==> config.mk <==
export PLATFORM = sky130hd
export DESIGN_NAME = stse_exec
export DESIGN_NICKNAME = d
export VERILOG_FILES = /design/src/hdl/stse_exec.v
export VERILOG_INCLUDE_DIRS = /design/src /design/src/hdl
export SDC_FILE = /design/constraint.sdc
export NUM_CORES = 1
export LEC_CHECK = 0
export BUFFER_PORTS_ARGS = -buffer_cell sky130_fd_sc_hd__buf_2
export CORE_MARGIN = 5
export CORE_UTILIZATION = 42
export DETAILED_ROUTE_END_ITERATION = 6
export PLACE_DENSITY = 0.74
export SLEW_MARGIN = 20
export SYNTH_ARGS = -nofsm -noshare
export SYNTH_HDL_FRONTEND = slang
export SYNTH_SLANG_ARGS = --single-unit
==> constraint.sdc <==
create_clock -name clk -period 0.8 [get_ports clk]
set_input_delay 0.16 -clock clk [delete_from_list [all_inputs] [get_ports clk]]
set_output_delay 0.16 -clock clk [all_outputs]
set_load 0.02 [all_outputs]
==> src/hdl/stse_defines.vh <==
`ifndef STSE_DEFINES_VH
`define STSE_DEFINES_VH

// ==========================================================================
// operation select codes from the instruction decoder
`define STSE_OP_W                       3
`define STSE_OP_SKIP_IF_NONZERO_OP_BIT  3'h0
`define STSE_OP_SKIP_IF_NONZERO_OP_BYTE 3'h1
`define STSE_OP_SUBTRACT_OP             3'h2
`define STSE_OP_SUBTRACT_TO_MEMORY_OP   3'h3
`define STSE_OP_SUBTRACT_IMM_OP         3'h4

// ==========================================================================
// datapath geometry
`define STSE_DATA_W                     8
`define STSE_BIT_SEL_W                  3

// ==========================================================================
// reset values and sequencer state codes
`define STSE_ZERO_BYTE                  8'h00
`define STSE_ST_W                       2
`define STSE_ST_RUN                     2'h1
`define STSE_ST_DUMMY                   2'h2

`endif

==> src/hdl/stse_exec.v <==
`timescale 1ns/100ps
`include "stse_defines.vh"
`default_nettype none

// What this block does
// - A bit-test skip skips the next instruction when the chosen bit of the memory byte is one, and leaves the byte alone.
// - A byte-test skip skips the next instruction when the memory byte holds any nonzero value.
// - A taken skip adds one dummy instruction cycle, so the skip instruction takes two cycles.
// - When the tested value is zero no skip happens and execution goes on with the next instruction.
// - The memory subtract puts accumulator minus memory byte into the accumulator and leaves memory unchanged.
// - The write-back subtract stores accumulator minus memory byte into that memory location, not the accumulator.
// - The immediate subtract puts accumulator minus the instruction constant into the accumulator.
// - Every subtract clears carry on a borrow and sets it when the difference is zero or positive.
// - Every subtract updates overflow, zero, half borrow, carry and both compare flags, and the skips change no flag.
module stse_exec #(
	parameter DATA_W = `STSE_DATA_W
) (
	input  wire              clk,
	input  wire              resetn,
	input  wire              op_valid,
	input  wire [2:0]        op_code,
	input  wire [2:0]        bit_sel,
	input  wire [DATA_W-1:0] mem_rdata,
	input  wire [DATA_W-1:0] acc_in,
	input  wire [DATA_W-1:0] imm_data,
	output reg               op_ready_q,
	output reg               skip_q,
	output reg               dummy_cycle_q,
	output reg               acc_we_q,
	output reg  [DATA_W-1:0] acc_wdata_q,
	output reg               mem_we_q,
	output reg  [DATA_W-1:0] mem_wdata_q,
	output reg               flags_we_q,
	output reg               overflow_flag_q,
	output reg               zero_flag_q,
	output reg               half_borrow_flag_q,
	output reg               carry_flag_q,
	output reg               signed_compare_flag_q,
	output reg               chained_zero_flag_q
);

	// ======================================================================
	// reset release
	reg                      rst_meta_q;
	reg                      rst_n_q;

	always @(posedge clk or negedge resetn)
	begin
		if (!resetn)
		begin
			rst_meta_q <= 1'b0;
			rst_n_q    <= 1'b0;
		end
		else
		begin
			rst_meta_q <= 1'b1;
			rst_n_q    <= rst_meta_q;
		end
	end

	// ======================================================================
	// subtract with borrow, result {borrow, half_borrow, overflow, diff}
	function [DATA_W+2:0] stse_sub;
		input [DATA_W-1:0] a;
		input [DATA_W-1:0] b;
		reg   [DATA_W:0]   wide;
		reg                hb;
		reg                ov;
		begin
			wide = {1'b0, a} - {1'b0, b};
			hb   = (a[3:0] < b[3:0]);
			ov   = (a[DATA_W-1] ^ b[DATA_W-1]) & (a[DATA_W-1] ^ wide[DATA_W-1]);
			stse_sub = {wide[DATA_W], hb, ov, wide[DATA_W-1:0]};
		end
	endfunction

	// ======================================================================
	// decode
	reg  [`STSE_ST_W-1:0]    state_q;
	reg  [`STSE_ST_W-1:0]    state_d;
	wire                     take = op_valid & op_ready_q & (state_q == `STSE_ST_RUN);
	wire                     is_bit  = (op_code == `STSE_OP_SKIP_IF_NONZERO_OP_BIT);
	wire                     is_byte = (op_code == `STSE_OP_SKIP_IF_NONZERO_OP_BYTE);
	wire                     is_sub  = (op_code == `STSE_OP_SUBTRACT_OP);
	wire                     is_subtract_to_memory_op = (op_code == `STSE_OP_SUBTRACT_TO_MEMORY_OP);
	wire                     is_subi = (op_code == `STSE_OP_SUBTRACT_IMM_OP);
	wire                     any_sub = is_sub | is_subtract_to_memory_op | is_subi;

	// only the selected bit is looked at; the byte is never written back
	wire                     bit_hit  = is_bit & mem_rdata[bit_sel];
	wire                     byte_hit = is_byte & (mem_rdata != `STSE_ZERO_BYTE);
	// a zero value falls through to the next instruction
	wire                     skip_now = take & (bit_hit | byte_hit);

	wire [DATA_W-1:0]        sub_rhs = is_subi ? imm_data : mem_rdata;
	wire [DATA_W+2:0]        sub_res = stse_sub(acc_in, sub_rhs);
	wire [DATA_W-1:0]        diff    = sub_res[DATA_W-1:0];
	wire                     diff_z  = (diff == `STSE_ZERO_BYTE);

	// ======================================================================
	// skip sequencing
	always @*
	begin
		state_d = state_q;
		case (state_q)
			`STSE_ST_RUN:
			begin
				if (skip_now)
					state_d = `STSE_ST_DUMMY;
			end
			`STSE_ST_DUMMY:
			begin
				state_d = `STSE_ST_RUN;
			end
			default:
			begin
				state_d = `STSE_ST_RUN;
			end
		endcase
	end

	// ======================================================================
	// sequencer state
	always @(posedge clk or negedge rst_n_q)
	begin
		if (!rst_n_q)
		begin
			state_q    <= `STSE_ST_RUN;
			op_ready_q <= 1'b0;
		end
		else
		begin
			state_q    <= state_d;
			// decoder is held off during the dummy cycle
			op_ready_q <= (state_d == `STSE_ST_RUN);
		end
	end

	// ======================================================================
	// skip pulses
	always @(posedge clk or negedge rst_n_q)
	begin
		if (!rst_n_q)
		begin
			skip_q        <= 1'b0;
			dummy_cycle_q <= 1'b0;
		end
		else
		begin
			// both last one cycle; the fetch side drops the next instruction
			skip_q        <= skip_now;
			dummy_cycle_q <= skip_now;
		end
	end

	// ======================================================================
	// write enables
	always @(posedge clk or negedge rst_n_q)
	begin
		if (!rst_n_q)
		begin
			acc_we_q   <= 1'b0;
			mem_we_q   <= 1'b0;
			flags_we_q <= 1'b0;
		end
		else
		begin
			acc_we_q   <= take & (is_sub | is_subi);
			mem_we_q   <= take & is_subtract_to_memory_op;
			// flag write only on subtracts, skips leave them as they are
			flags_we_q <= take & any_sub;
		end
	end

	// ======================================================================
	// result data
	always @(posedge clk or negedge rst_n_q)
	begin
		if (!rst_n_q)
		begin
			acc_wdata_q <= `STSE_ZERO_BYTE;
			mem_wdata_q <= `STSE_ZERO_BYTE;
		end
		else
		begin
			// both copies follow every subtract; only the enables differ
			if (take & any_sub)
			begin
				acc_wdata_q <= diff;
				mem_wdata_q <= diff;
			end
		end
	end

	// ======================================================================
	// status flags
	always @(posedge clk or negedge rst_n_q)
	begin
		if (!rst_n_q)
		begin
			overflow_flag_q       <= 1'b0;
			zero_flag_q           <= 1'b0;
			half_borrow_flag_q    <= 1'b0;
			carry_flag_q          <= 1'b0;
			signed_compare_flag_q <= 1'b0;
			chained_zero_flag_q   <= 1'b0;
		end
		else
		begin
			if (take & any_sub)
			begin
				carry_flag_q          <= ~sub_res[DATA_W+2];
				half_borrow_flag_q    <= sub_res[DATA_W+1];
				overflow_flag_q       <= sub_res[DATA_W];
				zero_flag_q           <= diff_z;
				// signed less-than corrects the sign bit for overflow
				signed_compare_flag_q <= sub_res[DATA_W] ^ diff[DATA_W-1];
				// no incoming borrow here, so the chained zero equals zero
				chained_zero_flag_q   <= diff_z;
			end
		end
	end

endmodule // stse_exec

`default_nettype wire

# Word-level counts from Yosys, hierarchy flattened
# Index checks and enable logic that the tools add are counted.
# totals
out_inout_bits	28
regBits	22
elab_cells	48
inputBits	33
# op_classes
n_mux	5
n_reduce_logical	3
n_lt_le_gt_ge	2
add_sub_neg	1
n_bitwise	17
n_eq_ne	6
# op_table
operator	count
$and 1x1->1	9
$sub 8x8->9	1
$logic_not 8->1	1
$mux 8	1
$reduce_bool 8->1	1
$eq 3x2->1 const B	2
$eq 2x1->1 const B	2
$lt 3x4->1 const B	1
$lt 4x4->1	1
$mux 2	2
$or 1x1->1	4
$bmux 1 s3	1
$eq 3x1->1 const B	1
$eq 3x3->1 const B	1
$logic_not 3->1	1
$xor 1x1->1	3
$mux 1	1
$not 1->1	1

# Logic depth before layout (Yosys ltp)
# logic_depth
depth_word	8
depth_mapped	14
mapped_depth_nobuf	13

# Worst setup path after synthesis
# No wires, ideal clock.
# synth_path
path_kind	input-to-reg
startpoint	in op_code[1]
endpoint	reg overflow_flag_q
setup_time_ps	95
cell_stages	12
t_required_ps	705
arrival_ps	2777
slack_ps	-2073
path_buffers	1
path_cell_list	nor3b_2 -> buf_4 -> mux2i_1 -> ha_1 -> nor2b_1 -> o31a_1 -> o31a_1 -> o21a_1 -> nor2_1 -> fa_1 -> xor2_1 -> o31ai_1
# synth_between
elab_chain_cells	5
elab_cells_between_ends	11
cone_classes	1 x add/sub; 3 x eq/ne; 1 x mux; 6 x bitwise
# synth_rtl
element	line_no	source
from (decl)	stse_exec.v:21	input wire [2:0] op_code,
$eq 3x3->1 (no source line)	n/a	
$mux 8	stse_exec.v:95	wire [DATA_W-1:0] sub_rhs = is_subi ? imm_data : mem_rdata;
$sub 8x8->9	stse_exec.v:70	wide = {1'b0, a} - {1'b0, b};
$xor 1x1->1	stse_exec.v:72	ov = (a[DATA_W-1] ^ b[DATA_W-1]) & (a[DATA_W-1] ^ wide[DATA_W-1]);
$and 1x1->1	stse_exec.v:72	
to (signal assigned)	stse_exec.v:214	overflow_flag_q <= sub_res[DATA_W];
to (decl)	stse_exec.v:34	output reg overflow_flag_q,
# Several ways; a longest one is shown, not always the timed one.
# A chain may end at the register's enable or synchronous reset.

# Worst setup path in the final report
# layout_path
startpoint	in op_code[0]
endpoint	reg overflow_flag_q
# The elaborated chain is that of the path after synthesis.

==> reports/metrics.csv <==
metric,value,unit
status,"complete, but fails checks",
violations,negative setup slack,
p_leak,1.21,nW
place_inst,258,
cts-root-buf,clkbuf_4,
cts_tree,yes,
drc,0,
reg2reg_slack,-0.63,ns
fmax,372,MHz
dieWidth,67.4,um
diodes,0,
syn-num-nets,174,
yosysWarnings,0,
largest_reg_flops,8,
crit_path_top_delay_cell,fa_2,
gp_congestion,0.805,
first_pass_iters,4,
crit_type,in -> reg,
period_needed,2.69,ns
htree_levels,1,
fin_nets,278,
pwr-share-seq,0.321,
cp-start-kind,primary input,
antenna_found_initial,0,
synth_compound_area_frac,0.143,
maxSlewViolCount,0,
die_h,67.4,um
synth_cell_types,33,
critPathMostFrequentCell,o31a_1,
io_buffers,60,
p_sw,1.75,mW
insertion_delay,0.33,ns
period_share,3.36,
setup_ws,-1.89,ns
setup_viol,48,
grt_pass1_wl,7030,um
drive_gt1_frac,0.645,
grt_max_degree,15,
endpoint_kind,flop,
crit_buf_inv,2,
globalRouteOverflowTotal,0,
clk_path_buf_depth,2,
via_count,1446,
die_area,4540,sq um
comb_power_share,0.546,
r2r_cells,5,
cp.arrival,2.94,ns
path_depth,13,
place_hpwl,3070,um
routed_wirelength,4670,um
hold_violations,0,
worstPathRequired,1.05,ns
power_density,1880,nW/um^2
grt_pass1_vias,1514,
switching_share,0.370,
syn_inst,131,
synth_top_family_by_area,compound AO/OA/AOI/OAI gates,
cp-endpoint,overflow_flag_q$_DFFE_PN0P_,
rsz0062_at_grt,yes,
syn-mean-instance-area,10.5,sq um
syn_to_final_growth,81.9,%
ys_ff_latch,22,
p_int,2.98,mW
ys_seq_area_frac,0.399,
reg2reg_from,state_q[0]$_DFF_PN1_,
track_usage,0.209,
syn_area,1380,sq um
synth_fa_ha_area_frac,0.101,
muxShareOfSynthArea,0.113,
synth-xor-area-share,0.0254,
cts.clk_slew.worst_paths,0.12,ns
final_util,0.810,
numCtsBuffers,3,
largest_registers,"acc_wdata_q x8, state_q x2",
fillCellCount,184,
layout_common_cells,"buf_4 (40), buf_6 (37), buf_2 (31), dfrtp_1 (21), nand2_1 (12)",
drt_iter0_markers,47,
cp_slowest_stage_delay,0.48,ns
path_max_fanout,7,
largest-register,acc_wdata_q,
place_ws,-2.18,ns
final_cells,278,
cts_sinks,22,
wl_per_cell,16.8,um
drv_cap,0,
hold_class,in -> async,
crit_chain,buf_8 -> nor3b_4 -> buf_12 -> mux2i_4 -> ha_1 -> nor2b_4 -> o31a_1 -> o31a_1 -> o21a_1 -> nor2_2 -> fa_2 -> xor2_1 -> o31ai_1,
row_count,20,
synth-simple-area-share,0.131,
ant_nets,0,
power.total,4.73,mW
vias_per_cell,5.20,
clkPwrFrac,0.133,
r2r_end,chained_zero_flag_q$_DFFE_PN0P_,
final_common_cell,buf_4,
core,3100,sq um
ioPinCount,61,
finalClockSkew,0.00995,ns
crit_family,compound AO/OA/AOI/OAI gates,
initial_core_util,0.445,
cp-startpoint,op_code[0],
peakVddDrop,954,uV
==> Yosys cell counts <==
master / instances / area share
xnor2_1: 3 / 0.019
inv_1: 6 / 0.016
o31a_1: 3 / 0.019
o31ai_1: 5 / 0.027
conb_1: 1 / 0.0027
xor2_1: 1 / 0.0063
buf_2: 2 / 0.0072
mux4_1: 2 / 0.038
o21bai_1: 1 / 0.0054
nor2b_1: 3 / 0.014
nor3_1: 5 / 0.018
buf_4: 11 / 0.060
dfstp_2: 1 / 0.019
o211ai_2: 1 / 0.0091
or3_1: 1 / 0.0045
dfrtp_1: 21 / 0.38
ha_1: 8 / 0.072
o32ai_1: 1 / 0.0063
nor2_1: 6 / 0.016
nand4b_1: 3 / 0.019
nor4_1: 2 / 0.0091
fa_1: 2 / 0.029
nor3b_2: 1 / 0.0091
nand2_1: 14 / 0.038
o21ai_0: 6 / 0.022
o211ai_1: 2 / 0.011
a2bb2oi_1: 1 / 0.0063
o21a_1: 4 / 0.022
a21oi_1: 2 / 0.0072
nand3_1: 1 / 0.0036
mux2i_1: 7 / 0.051
o21bai_2: 1 / 0.0082
mux2_2: 3 / 0.024
==> worst min path at each step <==
stage | slack (ns) | cells after the start | endpoint | from
6_report | 0.13 | 2 | rst_n_q$_DFF_PN0_ | resetn
3_5_place_dp | -0.05 | 1 | rst_n_q$_DFF_PN0_ | resetn
4_1_cts | 0.13 | 3 | acc_we_q$_DFF_PN0_ | op_code[0]
5_1_grt | 0.12 | 2 | rst_n_q$_DFF_PN0_ | resetn
2_1_floorplan | -0.14 | 0 | rst_meta_q$_DFF_PN0_ | resetn
3_3_place_gp | -0.06 | 1 | rst_n_q$_DFF_PN0_ | resetn
==> metrics by stage <==
stage / setup TNS [ns] / hold slack (ns) / instance area (sq um)
finish: -25.45 / 0.134 / 2510
floorplan: -18.35 / -0.136 / 1430
detailed placement: -23.50 / -0.0481 / 1970
global placement: -22.96 / -0.0554 / 1970
global route: -27.97 / 0.120 / 2510
CTS: -24.45 / 0.133 / 2380
==> final cells by class <==
| class | instances | area, sq um | area share |
|---|---|---|---|
| multi-input combinational | 91 | 927 | 0.369 |
| timing repair buffer | 111 | 917 | 0.365 |
| sequential | 22 | 552 | 0.220 |
| tap | 44 | 55.1 | 0.0219 |
| clock buffer | 4 | 36.3 | 0.0144 |
| inverter | 6 | 25.0 | 0.00996 |
==> what timing repair did <==
item / 4_1_cts / 5_1_grt
setup buffers: 11 / 4
hold buffers: 1 / 0
endpoints found under the setup margin: 48 / 48
cloned: 2 / 0
resized for setup: 81 / 24
pin swaps: 10 / 13
hold endpoints to repair: 2 / 0
==> per-layer routing <==
layer	routed length, um	global-route usage
met5	0	0
met2	2500	0.375
met3	251	0.0233
met4	146	0.109
met1	1780	0.243
==> power groups by stage <==
stage	logic, mW	clock network (mW)	registers [mW]
CTS	2.35	0.611	1.50
global route	2.75	0.679	1.55
detailed placement	1.78	0	1.45
global placement	1.75	0	1.44
floorplan	0.905	0	1.71
finish	2.58	0.629	1.52
==> cell families after synthesis <==
family / Yosys count
XOR/XNOR: 4
AO/OA/AOI/OAI: 27
adder cells (fa/ha/maj): 10
multiplexers: 12
buffers and inverters: 19
AND/OR/NAND/NOR: 36
other: 1
flip-flops: 22
Note: power is estimated with default switching activity, not from simulation.
